**src/pkg/pvb_regs.svh**
```systemverilog
// Constants for the bridge pin-signalling block.
// Assumes a 50 MHz core clock; included by bare name.
`ifndef PVB_REGS_SVH
`define PVB_REGS_SVH

`define PVB_CLK_PERIOD_NS 20
// Least time the VME bus error stays asserted after a coupled target abort
`define PVB_BERR_HOLD_NS 80
`define PVB_BERR_HOLD_CYC ((`PVB_BERR_HOLD_NS + `PVB_CLK_PERIOD_NS - 1) / `PVB_CLK_PERIOD_NS)
`define PVB_BERR_CNT_W 4

// PCI command code and byte-enable values on C/BE#
`define PVB_CMD_MEM_WRITE 4'h7
`define PVB_BE_ALL_N 4'h0
`define PVB_BE_NONE_N 4'hf

// Target window: address bits from this index up must match the base
`define PVB_TGT_WIN_LSB 12
`define PVB_TGT_BASE_RST 32'h0010_0000

`endif

```
**src/pkg/pvb_pkg.sv**
```systemverilog
// Types shared by the bridge pin-signalling block.
// No dependencies.
package pvb_pkg;
	typedef logic [7:1] pvb_irq_t;
	typedef enum logic [1:0] {V_IDLE, V_REQ, V_OWN} pvb_vme_state_t;
	typedef enum logic [1:0] {I_IDLE, I_ADDR, I_DATA, I_TURN} pvb_init_state_t;
	typedef enum logic [1:0] {T_IDLE, T_DATA, T_TURN} pvb_tgt_state_t;
endpackage

```
**src/rtl/pvb_mem.sv**
```systemverilog
// Small word memory with registered read data.
// Assumes one clock; a write to the address being read is passed through.
module pvb_mem #(
	parameter int WIDTH = 64,
	parameter int DEPTH = 8,
	parameter int AW = 3
) (
	input wire logic core_clk_i,
	input wire logic wr_en_i,
	input wire logic [AW-1:0] wr_addr_i,
	input wire logic [WIDTH-1:0] wr_data_i,
	input wire logic [AW-1:0] rd_addr_i,
	output logic [WIDTH-1:0] rd_data_o
);
	logic [WIDTH-1:0] store [DEPTH];

	always_ff @(posedge core_clk_i) begin
		if (wr_en_i) begin
			store[wr_addr_i] <= wr_data_i;
		end
		// Bypass so a word written into an empty FIFO is seen at once
		if (wr_en_i && wr_addr_i == rd_addr_i) begin
			rd_data_o <= wr_data_i;
		end else begin
			rd_data_o <= store[rd_addr_i];
		end
	end
endmodule

```
**src/rtl/pvb_fifo.sv**
```systemverilog
// Valid/ready FIFO on top of the registered-read memory.
// Assumes one clock; ready and valid come from flip-flops.
module pvb_fifo #(
	parameter int WIDTH = 64,
	parameter int DEPTH = 8
) (
	input wire logic core_clk_i,
	input wire logic reset_i,
	input wire logic in_valid_i,
	input wire logic [WIDTH-1:0] in_data_i,
	output logic in_ready_o,
	output logic out_valid_o,
	output logic [WIDTH-1:0] out_data_o,
	input wire logic out_ready_i
);
	localparam int AW = $clog2(DEPTH);
	localparam logic [AW:0] FULL = (AW+1)'(DEPTH);
	localparam logic [AW-1:0] LAST = AW'(DEPTH - 1);

	logic [AW-1:0] wr_ptr, rd_ptr, next_wr_ptr, next_rd_ptr;
	logic [AW:0] count, next_count;
	logic push, pop;

	assign push = in_valid_i && in_ready_o;
	assign pop = out_valid_o && out_ready_i;

	always_comb begin
		next_wr_ptr = wr_ptr;
		next_rd_ptr = rd_ptr;
		next_count = count;
		if (push) begin
			next_wr_ptr = (wr_ptr == LAST) ? '0 : wr_ptr + 1'b1;
		end
		if (pop) begin
			next_rd_ptr = (rd_ptr == LAST) ? '0 : rd_ptr + 1'b1;
		end
		if (push && !pop) begin
			next_count = count + 1'b1;
		end else if (pop && !push) begin
			next_count = count - 1'b1;
		end
	end

	always_ff @(posedge core_clk_i or posedge reset_i) begin
		if (reset_i) begin
			wr_ptr <= '0;
			rd_ptr <= '0;
			count <= '0;
			in_ready_o <= 1'b0;
			out_valid_o <= 1'b0;
		end else begin
			wr_ptr <= next_wr_ptr;
			rd_ptr <= next_rd_ptr;
			count <= next_count;
			in_ready_o <= next_count != FULL;
			out_valid_o <= next_count != '0;
		end
	end

	pvb_mem #(.WIDTH(WIDTH), .DEPTH(DEPTH), .AW(AW)) u_mem (
		.core_clk_i(core_clk_i),
		.wr_en_i(push),
		.wr_addr_i(wr_ptr),
		.wr_data_i(in_data_i),
		.rd_addr_i(next_rd_ptr),
		.rd_data_o(out_data_o)
	);
endmodule

```
**src/rtl/pvb_pin_signalling.sv**
```systemverilog
// VME transmit-side outputs and a PCI initiator/target pin engine.
// Assumes all pin inputs already synchronous to core_clk_i; pad logic
// resolves each tri-state pin from its _oe output.
`include "pvb_regs.svh"

// Functional notes
// [RQ1] Bus busy driven while this side owns the VMEbus as master.
// [RQ2] Target abort on a coupled PCI access from VME raises VME bus error.
// [RQ3] One of four bus request lines asserted only while needing the bus; the code holds it until grant even if vme_need_i drops.
// [RQ4] Seven interrupt outputs, levels 1 to 7, each with its own blocking mask.
// [RQ5] System failure asserted during reset and held through automatic slot ID.
// [RQ6] Dedicated output drives the VMEbus system reset line.
// [RQ7] As target, assert 64-bit acknowledge when able to do 64-bit transfer.
// [RQ8] Lower AD lines multiplex address and data, a 32-bit path.
// [RQ9] Upper AD lines extend transfers to 64 bits when 64-bit is in use.
// [RQ10] C/BE lines carry command then byte enables; upper four only for 64-bit.
// [RQ11] DEVSEL driven to claim a transaction addressed to this target.
// [RQ12] Supply-current test enable input held low in normal operation.
// [RQ13] FRAME driven as initiator, sampled from others as target.
// [RQ14] Initiator starts only with grant asserted and bus idle.
module pvb_pin_signalling #(
	parameter int FIFO_DEPTH = 8,
	parameter logic [1:0] REQ_LEVEL = 2'd3,
	parameter logic [31:0] TGT_BASE = `PVB_TGT_BASE_RST
) (
	input wire logic core_clk_i,
	input wire logic reset_i,
	// VMEbus user side
	input wire logic vme_need_i,
	input wire logic vme_bus_grant_i,
	input wire pvb_pkg::pvb_irq_t irq_request_i,
	input wire pvb_pkg::pvb_irq_t irq_mask_i,
	input wire logic auto_id_done_i,
	input wire logic sysrst_request_i,
	input wire logic supply_current_test_enable_i,
	// VMEbus transmit pins
	output logic vme_tx_bus_busy_o,
	output logic vme_tx_bus_error_o,
	output logic [3:0] vme_tx_bus_request_o,
	output pvb_pkg::pvb_irq_t vme_tx_irq_o,
	output logic vme_tx_system_failure_o,
	output logic vme_tx_system_reset_o,
	// PCI initiator user side
	input wire logic init_start_i,
	input wire logic [31:0] init_addr_i,
	input wire logic [3:0] init_cmd_i,
	input wire logic [7:0] init_count_i,
	input wire logic init_wide_i,
	input wire logic init_coupled_i,
	input wire logic wr_valid_i,
	input wire logic [63:0] wr_data_i,
	output logic wr_ready_o,
	output logic init_busy_o,
	output logic init_abort_o,
	// PCI target user side
	output logic tgt_wr_valid_o,
	output logic [63:0] tgt_wr_data_o,
	// PCI pins
	input wire logic pci_gnt_n_i,
	input wire logic [63:0] pci_ad_i,
	input wire logic [7:0] pci_cbe_n_i,
	input wire logic pci_frame_n_i,
	input wire logic pci_irdy_n_i,
	input wire logic pci_trdy_n_i,
	input wire logic pci_devsel_n_i,
	input wire logic pci_stop_n_i,
	input wire logic pci_req64_n_i,
	input wire logic pci_ack64_n_i,
	output logic [63:0] pci_ad_o,
	output logic pci_ad_lo_oe_o,
	output logic pci_ad_hi_oe_o,
	output logic [7:0] pci_cbe_n_o,
	output logic pci_cbe_lo_oe_o,
	output logic pci_cbe_hi_oe_o,
	output logic pci_frame_n_o,
	output logic pci_frame_oe_o,
	output logic pci_irdy_n_o,
	output logic pci_irdy_oe_o,
	output logic pci_trdy_n_o,
	output logic pci_devsel_n_o,
	output logic pci_ack64_n_o,
	output logic pci_tgt_oe_o
);
	import pvb_pkg::*;

	function automatic logic tgt_hit(input logic [31:0] addr, input logic [3:0] cmd);
		tgt_hit = cmd == `PVB_CMD_MEM_WRITE &&
			addr[31:`PVB_TGT_WIN_LSB] == TGT_BASE[31:`PVB_TGT_WIN_LSB];
	endfunction

	pvb_vme_state_t vst, next_vst;
	pvb_init_state_t ist, next_ist;
	pvb_tgt_state_t tst, next_tst;

	// VME side state
	logic [3:0] next_bus_request;
	logic next_busy, next_berr, next_sysfail;
	logic [`PVB_BERR_CNT_W-1:0] berr_cnt, next_berr_cnt;
	pvb_irq_t next_irq;

	// Initiator state
	logic pend, next_pend, coupled, next_coupled, wide_req, next_wide_req;
	logic [31:0] addr, next_addr;
	logic [3:0] cmd, next_cmd;
	logic [7:0] left, next_left;
	logic [63:0] next_ad;
	logic [7:0] next_cbe;
	logic next_ad_lo_oe, next_ad_hi_oe, next_cbe_lo_oe, next_cbe_hi_oe;
	logic next_frame_n, next_frame_oe, next_irdy_n, next_irdy_oe, next_abort;
	logic fifo_valid, fifo_pop, coupled_abort, tgt_abort, word_done;
	logic [63:0] fifo_data;

	// Target state
	logic frame_prev, next_trdy_n, next_devsel_n, next_ack64_n, next_tgt_oe;
	logic next_tgt_valid;
	logic [63:0] next_tgt_data;

	pvb_fifo #(.WIDTH(64), .DEPTH(FIFO_DEPTH)) u_fifo (
		.core_clk_i(core_clk_i),
		.reset_i(reset_i),
		.in_valid_i(wr_valid_i),
		.in_data_i(wr_data_i),
		.in_ready_o(wr_ready_o),
		.out_valid_o(fifo_valid),
		.out_data_o(fifo_data),
		.out_ready_i(fifo_pop)
	);

	assign word_done = !pci_irdy_n_o && !pci_trdy_n_i;
	// Stop without device select is a target abort
	assign tgt_abort = ist == I_DATA && !pci_stop_n_i && pci_devsel_n_i;
	assign coupled_abort = tgt_abort && coupled;

	always_comb begin
		next_vst = vst;
		next_berr_cnt = berr_cnt;
		next_sysfail = vme_tx_system_failure_o && !auto_id_done_i;
		// [RQ4] per-level mask
		next_irq = irq_request_i & ~irq_mask_i;
		unique case (vst)
			V_IDLE: if (vme_need_i) next_vst = V_REQ;
			V_REQ: if (vme_bus_grant_i) next_vst = V_OWN;
			V_OWN: if (!vme_need_i) next_vst = V_IDLE;
		endcase
		// [RQ3] single request line
		next_bus_request = (next_vst == V_REQ) ? 4'h1 << REQ_LEVEL : 4'h0;
		// [RQ1] busy while master
		next_busy = next_vst == V_OWN;
		// [RQ2] abort hold
		if (coupled_abort) begin
			next_berr_cnt = `PVB_BERR_CNT_W'(`PVB_BERR_HOLD_CYC);
		end else if (berr_cnt != '0) begin
			next_berr_cnt = berr_cnt - 1'b1;
		end
		next_berr = next_berr_cnt != '0;
	end

	always_ff @(posedge core_clk_i or posedge reset_i) begin
		if (reset_i) begin
			vst <= V_IDLE;
			berr_cnt <= '0;
			vme_tx_bus_busy_o <= 1'b0;
			vme_tx_bus_error_o <= 1'b0;
			vme_tx_bus_request_o <= 4'h0;
			vme_tx_irq_o <= '0;
			// [RQ5] failure shown from reset
			vme_tx_system_failure_o <= 1'b1;
			vme_tx_system_reset_o <= 1'b0;
		end else begin
			vst <= next_vst;
			berr_cnt <= next_berr_cnt;
			vme_tx_bus_busy_o <= next_busy;
			vme_tx_bus_error_o <= next_berr;
			vme_tx_bus_request_o <= next_bus_request;
			vme_tx_irq_o <= next_irq;
			vme_tx_system_failure_o <= next_sysfail;
			// [RQ6] system reset drive
			vme_tx_system_reset_o <= sysrst_request_i;
		end
	end

	always_comb begin
		next_ist = ist;
		next_pend = pend;
		next_addr = addr;
		next_cmd = cmd;
		next_left = left;
		next_coupled = coupled;
		next_wide_req = wide_req;
		next_ad = pci_ad_o;
		next_cbe = pci_cbe_n_o;
		next_ad_lo_oe = pci_ad_lo_oe_o;
		next_ad_hi_oe = pci_ad_hi_oe_o;
		next_cbe_lo_oe = pci_cbe_lo_oe_o;
		next_cbe_hi_oe = pci_cbe_hi_oe_o;
		next_frame_n = pci_frame_n_o;
		next_frame_oe = pci_frame_oe_o;
		next_irdy_n = pci_irdy_n_o;
		next_irdy_oe = pci_irdy_oe_o;
		next_abort = 1'b0;
		fifo_pop = 1'b0;
		if (init_start_i && !pend) begin
			next_pend = 1'b1;
			next_addr = init_addr_i;
			next_cmd = init_cmd_i;
			next_left = init_count_i;
			next_wide_req = init_wide_i;
			next_coupled = init_coupled_i;
		end
		unique case (ist)
			I_IDLE: begin
				// [RQ14] grant and idle bus; [RQ12] no new start under test
				if (pend && !pci_gnt_n_i && pci_frame_n_i && pci_irdy_n_i &&
					tst == T_IDLE && !supply_current_test_enable_i) begin
					next_ist = I_ADDR;
					// [RQ13] frame as initiator
					next_frame_n = 1'b0;
					next_frame_oe = 1'b1;
					// [RQ8] address phase on low lines
					next_ad = {32'h0, addr};
					next_ad_lo_oe = 1'b1;
					next_cbe = {`PVB_BE_NONE_N, cmd};
					next_cbe_lo_oe = 1'b1;
				end
			end
			I_ADDR: begin
				next_ist = I_DATA;
				next_irdy_oe = 1'b1;
				next_cbe[3:0] = `PVB_BE_ALL_N;
			end
			I_DATA: begin
				if (tgt_abort || (word_done && pci_frame_n_o)) begin
					next_ist = I_TURN;
					next_abort = tgt_abort;
					next_frame_n = 1'b1;
					next_irdy_n = 1'b1;
					next_ad_hi_oe = 1'b0;
					next_cbe_hi_oe = 1'b0;
					next_pend = 1'b0;
				end else if (pci_irdy_n_o || word_done) begin
					// Width fixed per word from the target's acknowledge
					if (fifo_valid && !pci_devsel_n_i) begin
						fifo_pop = 1'b1;
						next_irdy_n = 1'b0;
						next_left = left - 1'b1;
						next_frame_n = left == 8'h1;
						// [RQ9] [RQ10] upper lanes only for 64-bit
						next_ad_hi_oe = wide_req && !pci_ack64_n_i;
						next_cbe_hi_oe = next_ad_hi_oe;
						next_cbe[7:4] = `PVB_BE_ALL_N;
						next_ad = next_ad_hi_oe ? fifo_data : {32'h0, fifo_data[31:0]};
					end else begin
						next_irdy_n = 1'b1;
					end
				end
			end
			I_TURN: begin
				next_ist = I_IDLE;
				next_frame_oe = 1'b0;
				next_irdy_oe = 1'b0;
				next_ad_lo_oe = 1'b0;
				next_cbe_lo_oe = 1'b0;
			end
		endcase
	end

	always_ff @(posedge core_clk_i or posedge reset_i) begin
		if (reset_i) begin
			ist <= I_IDLE;
			pend <= 1'b0;
			addr <= 32'h0;
			cmd <= 4'h0;
			left <= 8'h0;
			coupled <= 1'b0;
			wide_req <= 1'b0;
			pci_ad_o <= 64'h0;
			pci_cbe_n_o <= 8'hff;
			pci_ad_lo_oe_o <= 1'b0;
			pci_ad_hi_oe_o <= 1'b0;
			pci_cbe_lo_oe_o <= 1'b0;
			pci_cbe_hi_oe_o <= 1'b0;
			pci_frame_n_o <= 1'b1;
			pci_frame_oe_o <= 1'b0;
			pci_irdy_n_o <= 1'b1;
			pci_irdy_oe_o <= 1'b0;
			init_busy_o <= 1'b0;
			init_abort_o <= 1'b0;
		end else begin
			ist <= next_ist;
			pend <= next_pend;
			addr <= next_addr;
			cmd <= next_cmd;
			left <= next_left;
			coupled <= next_coupled;
			wide_req <= next_wide_req;
			pci_ad_o <= next_ad;
			pci_cbe_n_o <= next_cbe;
			pci_ad_lo_oe_o <= next_ad_lo_oe;
			pci_ad_hi_oe_o <= next_ad_hi_oe;
			pci_cbe_lo_oe_o <= next_cbe_lo_oe;
			pci_cbe_hi_oe_o <= next_cbe_hi_oe;
			pci_frame_n_o <= next_frame_n;
			pci_frame_oe_o <= next_frame_oe;
			pci_irdy_n_o <= next_irdy_n;
			pci_irdy_oe_o <= next_irdy_oe;
			init_busy_o <= next_pend;
			init_abort_o <= next_abort;
		end
	end

	always_comb begin
		next_tst = tst;
		next_devsel_n = pci_devsel_n_o;
		next_trdy_n = pci_trdy_n_o;
		next_ack64_n = pci_ack64_n_o;
		next_tgt_oe = pci_tgt_oe_o;
		next_tgt_valid = 1'b0;
		next_tgt_data = tgt_wr_data_o;
		unique case (tst)
			T_IDLE: begin
				// [RQ13] sample others' frame start; [RQ11] claim on hit
				if (!pci_frame_n_i && frame_prev && ist == I_IDLE &&
					tgt_hit(pci_ad_i[31:0], pci_cbe_n_i[3:0])) begin
					next_tst = T_DATA;
					next_devsel_n = 1'b0;
					next_trdy_n = 1'b0;
					// [RQ7] acknowledge 64-bit when requested
					next_ack64_n = pci_req64_n_i;
					next_tgt_oe = 1'b1;
				end
			end
			T_DATA: begin
				if (!pci_irdy_n_i) begin
					next_tgt_valid = 1'b1;
					next_tgt_data = pci_ack64_n_o ? {32'h0, pci_ad_i[31:0]} : pci_ad_i;
					if (pci_frame_n_i) begin
						next_tst = T_TURN;
						next_devsel_n = 1'b1;
						next_trdy_n = 1'b1;
						next_ack64_n = 1'b1;
					end
				end
			end
			T_TURN: begin
				next_tst = T_IDLE;
				next_tgt_oe = 1'b0;
			end
		endcase
	end

	always_ff @(posedge core_clk_i or posedge reset_i) begin
		if (reset_i) begin
			tst <= T_IDLE;
			frame_prev <= 1'b1;
			pci_devsel_n_o <= 1'b1;
			pci_trdy_n_o <= 1'b1;
			pci_ack64_n_o <= 1'b1;
			pci_tgt_oe_o <= 1'b0;
			tgt_wr_valid_o <= 1'b0;
			tgt_wr_data_o <= 64'h0;
		end else begin
			tst <= next_tst;
			frame_prev <= pci_frame_n_i;
			pci_devsel_n_o <= next_devsel_n;
			pci_trdy_n_o <= next_trdy_n;
			pci_ack64_n_o <= next_ack64_n;
			pci_tgt_oe_o <= next_tgt_oe;
			tgt_wr_valid_o <= next_tgt_valid;
			tgt_wr_data_o <= next_tgt_data;
		end
	end
endmodule

```
**config.mk**
```make
export PLATFORM = sky130hd
export DESIGN_NAME = pvb_pin_signalling
export DESIGN_NICKNAME = d
export VERILOG_FILES = /design/src/pkg/pvb_pkg.sv /design/src/rtl/pvb_mem.sv /design/src/rtl/pvb_fifo.sv /design/src/rtl/pvb_pin_signalling.sv
export VERILOG_INCLUDE_DIRS = /design/src /design/src/pkg
export SDC_FILE = /design/constraint.sdc
export NUM_CORES = 1
export LEC_CHECK = 0
export ABC_AREA = 1
export BUFFER_PORTS_ARGS = -buffer_cell sky130_fd_sc_hd__buf_4
export CAP_MARGIN = 25
export CORE_MARGIN = 1
export CORE_UTILIZATION = 60
export CTS_BUF_LIST = sky130_fd_sc_hd__clkbuf_2 sky130_fd_sc_hd__clkbuf_4 sky130_fd_sc_hd__clkbuf_8
export CTS_CLUSTER_SIZE = 12
export DETAILED_ROUTE_END_ITERATION = 8
export GPL_ROUTABILITY_DRIVEN = 0
export HOLD_SLACK_MARGIN = 0.1
export PLACE_DENSITY_LB_ADDON = 0.08
export SYNTH_ARGS = -nofsm -noshare
export SYNTH_HDL_FRONTEND = slang
export SYNTH_SLANG_ARGS = --single-unit
```
**constraint.sdc**
```tcl
create_clock -name core_clk_i -period 10.6 [get_ports core_clk_i]
set_clock_uncertainty 0.05 [all_clocks]
set_input_delay 1.59 -clock core_clk_i [delete_from_list [all_inputs] [get_ports core_clk_i]]
set_output_delay 1.59 -clock core_clk_i [all_outputs]
set_load 0.01 [all_outputs]
```
==> run metrics <==
final worst hold slack=about 390 ps; maximum root-to-sink buffer count=3; Crit Path Class=in -> reg; initial standard-cell utilization of the core=a little over 60%; number of endpoints with negative hold slack in the final report=0; Worst Setup Start Kind=input pin; fraction of final layout cells with drive strength greater than 1=a little over a fifth; synthesized area per cell=between 10 and 15 µm²; Via density=roughly 5.6; number of primary I/O pins=380; library cell appearing most often on the critical path=sky130_fd_sc_hd__nand2_1; number of enable flip-flop cells after synthesis=approximately 510; crit path time final=4356 ps; setup tns final=0 ps; Detail Route Antenna Nets=0; path class of the lowest-slack min-delay path=reg -> reg; fin util=72.65%; Core Rows=slightly above 80; # clock sinks=740; height of the die=between 200 and 250 µm; maximum number of pins on one net before global-route repair=between 100 and 150; wire length of the first global-routing pass=between 100000 and 150000 µm; cell with the largest stage delay on the worst path=sky130_fd_sc_hd__nor2_4; count of buffers from port buffering=372; # Post-CTS Setup Buffers=0; number of instances resized during post-cts repair=0; number of hold buffers added after CTS=0; area inside the core boundary=~0.049 mm²; die footprint=0.05033 mm²; Cell Area, Synth=between 0.02 and 0.03 mm²; CTS Root Cell=sky130_fd_sc_hd__clkbuf_8; synth-to-layout area growth=19.64%; clock tree from TritonCTS=yes; Seq cells post-synth=between 700 and 800; leakage power total=between 10 and 15 nW; signal arrival time at the worst endpoint=around 4900 ps; peak clock frequency supported by timing=229.6 MHz; router iterations before antenna repair=5; Slew Limit Fails=0; total wire length=between 70000 and 80000 µm; worst supply voltage drop on vdd=~0.00015 V; power per cell area=274.1 mW/mm²; detailed placer's ending HPWL=~43000 µm; Synth cell types=42; initial antenna violation count=6; CTS Buf Count=around 120; horizontal die dimension=224.4 µm; total setup violations reported at the end of the flow=0; run status=finished, final reports clean; register area share after synthesis=about 71%; final critical-path share of the clock period=around two fifths; GRT Resource Usage Total=29.13%; Post-layout nets=3200; largest fanout on the critical path=67; average wire per standard cell=around 20 µm; Clock Pin Slew Worst Setup and Hold Paths=approximately 70 ps; via count=roughly 21000; DRC violations left=0; reported max-cap violation count=0; post-synthesis instance total=about 2600; total gr overflow=0; share of synthesized registers carrying an async set or reset=a little under a third; critical path's largest stage delay=between 1000 and 1500 ps; number of global-route vias before repair=between 20000 and 25000; unrepaired setup endpoints after global routing=false; clock latency at the later pin of the worst-skew pair=about 700 ps; H-tree level count=3; Worst Setup End Kind=flop; post-layout power=approximately 9.7 mW; relative slew slack=approximately 30%; DRC violation total after the first TritonRoute iteration=1982; Tightest Pin Transition=about 1100 ps; prevailing post-synth register cell=sky130_fd_sc_hd__edfxtp_1; data required time at the worst endpoint=roughly 11000 ps; count of warnings emitted by yosys=0; sequence of cells on the critical path=buf_4 -> inv_1 -> nor3_2 -> nand4_2 -> nand2_2 -> nand2_4 -> nor2_4 -> nand2_1 -> nand2_1
-- layout make-up --
type                       instances  area (µm²)
antenna                            5       12.51
clock buffer                     180        2240
clock inverter                    39       297.8
fill                            3387       13360
inverter                         141       541.8
multi-input combinational       1571        7400
sequential                       740       21090
tap                              664       830.8
timing repair buffer             399        3080
-- power breakdown --
part           switching, mW  total, mW  leakage (nW)  internal (mW)
Clock                   1.09       2.54          1.36           1.44
Combinational           2.03       3.10          5.91           1.07
Sequential             0.345       4.10          7.39           3.75
Total                   3.47       9.73          14.7           6.26
-- synth_stat cells (2+ instances only) --
master                     count  share of area [%]
sky130_fd_sc_hd__a21o_1        2              0.051
sky130_fd_sc_hd__a21oi_1     108                1.8
sky130_fd_sc_hd__buf_1        15               0.19
sky130_fd_sc_hd__buf_2        38               0.64
sky130_fd_sc_hd__buf_4        24               0.61
sky130_fd_sc_hd__buf_6         3               0.11
sky130_fd_sc_hd__clkbuf_1     76               0.96
sky130_fd_sc_hd__dfrtp_1     214                 18
sky130_fd_sc_hd__dfstp_2      11               0.97
sky130_fd_sc_hd__dfxtp_1       3               0.20
sky130_fd_sc_hd__edfxtp_1    512                 52
sky130_fd_sc_hd__ha_1         19               0.80
sky130_fd_sc_hd__inv_1       136                1.7
sky130_fd_sc_hd__inv_2         5              0.063
sky130_fd_sc_hd__mux2_2        8               0.30
sky130_fd_sc_hd__nand2_1     438                5.5
sky130_fd_sc_hd__nand2_2       3              0.063
sky130_fd_sc_hd__nand3_1     106                1.8
sky130_fd_sc_hd__nand3b_1      4               0.10
sky130_fd_sc_hd__nand4_1       5               0.11
sky130_fd_sc_hd__nor2_1      432                5.5
sky130_fd_sc_hd__nor2_2        6               0.13
sky130_fd_sc_hd__nor3_1        7               0.12
sky130_fd_sc_hd__o211ai_1     52                1.3
sky130_fd_sc_hd__o21a_1        2              0.051
sky130_fd_sc_hd__o21ai_0     210                3.5
sky130_fd_sc_hd__o21ai_1      66                1.1
sky130_fd_sc_hd__o21bai_1      7               0.18
sky130_fd_sc_hd__o22ai_1      73                1.5
sky130_fd_sc_hd__or2_2         2              0.042
sky130_fd_sc_hd__xnor2_1       5               0.15
sky130_fd_sc_hd__xor2_1        5               0.15
-- worst max-delay path: cells and delay by family --
family	cells	cell delay, ps
simple gates	7	3120
buf+inv	2	140
-- per-layer routing --
layer  routed length, µm  global-route usage [%]
met2               37060                   49.69
met5                  25                  0.3910
met1               28740                   36.31
met3                6064                   5.826
met4                2086                   12.46
-- logic make-up after synthesis --
group,count (synthesis),share of synthesized area (%)
compound gates,522,9.663
simple gates,1009,13.55
xor+xnor,10,0.2952
fa+ha+maj,19,0.8014
flops,740,71.06
other cells,1,0.01264
buf+inv,298,4.315
mux,8,0.3037
-- flip-flops by register name, indices dropped and copies added, names as in the netlist, 2 cells and up, named ones only --
name	flops
u_fifo.u_mem.store	512
pci_ad_o	64
tgt_wr_data_o	64
addr	32
left	8
vme_tx_irq_o	7
pci_cbe_n_o	5
berr_cnt	4
cmd	4
u_fifo.count	4
u_fifo.rd_ptr	3
u_fifo.wr_ptr	3
ist	2
tst	2
vst	2
-- cell usage in the layout (no fill, tap or decap), types with 5 or more instances in the layout --
| master | instances |
|---|---|
| sky130_fd_sc_hd__nand4_1 | 5 |
| sky130_fd_sc_hd__nor2_2 | 6 |
| sky130_fd_sc_hd__o21ai_1 | 66 |
| sky130_fd_sc_hd__buf_4 | 394 |
| sky130_fd_sc_hd__clkbuf_4 | 38 |
| sky130_fd_sc_hd__clkbuf_8 | 142 |
| sky130_fd_sc_hd__nand2_1 | 437 |
| sky130_fd_sc_hd__inv_2 | 5 |
| sky130_fd_sc_hd__xor2_1 | 5 |
| sky130_fd_sc_hd__mux2_2 | 8 |
| sky130_fd_sc_hd__dfstp_2 | 11 |
| sky130_fd_sc_hd__diode_2 | 5 |
| sky130_fd_sc_hd__inv_1 | 134 |
| sky130_fd_sc_hd__nor2_4 | 10 |
| sky130_fd_sc_hd__nor3_1 | 7 |
| sky130_fd_sc_hd__o22ai_1 | 73 |
| sky130_fd_sc_hd__xnor2_1 | 5 |
| sky130_fd_sc_hd__ha_1 | 18 |
| sky130_fd_sc_hd__dfrtp_1 | 214 |
| sky130_fd_sc_hd__nor2_1 | 423 |
| sky130_fd_sc_hd__clkinv_2 | 19 |
| sky130_fd_sc_hd__o21bai_1 | 7 |
| sky130_fd_sc_hd__o211ai_1 | 52 |
| sky130_fd_sc_hd__clkinv_1 | 12 |
| sky130_fd_sc_hd__nand3_1 | 106 |
| sky130_fd_sc_hd__o21ai_0 | 210 |
| sky130_fd_sc_hd__a21oi_1 | 108 |
| sky130_fd_sc_hd__edfxtp_1 | 512 |
-- path summary, 6_finish.rpt --
kind	endpoint	slack, ps	start	cells after the start
min	vme_tx_system_failure_o	390	vme_tx_system_failure_o	2
max in group asynchronous	vst[0]	8170	reset_i	3
min reg2reg	vme_tx_system_failure_o	390	vme_tx_system_failure_o	2
max	pci_ad_o[54]	6240	pci_frame_n_i	9
min in group asynchronous	tgt_wr_data_o[38]	900	reset_i	2
max reg2reg	pci_ad_o[54]	6520	tst[1]	10
-- stage by stage --
| stage | cells | cell area, µm² | worst slack [ps] |
|---|---|---|---|
| after floorplan | 2609 | 29670 | 2815 |
| after global placement | 3510 | 32820 | 5584 |
| after detailed placement | 3513 | 32890 | 5504 |
| after CTS | 3732 | 35420 | 6255 |
| after global routing | 3738 | 35490 | 6007 |
| final | 3739 | 35490 | 6244 |
No activity file was read; power rests on OpenSTA's default activity.
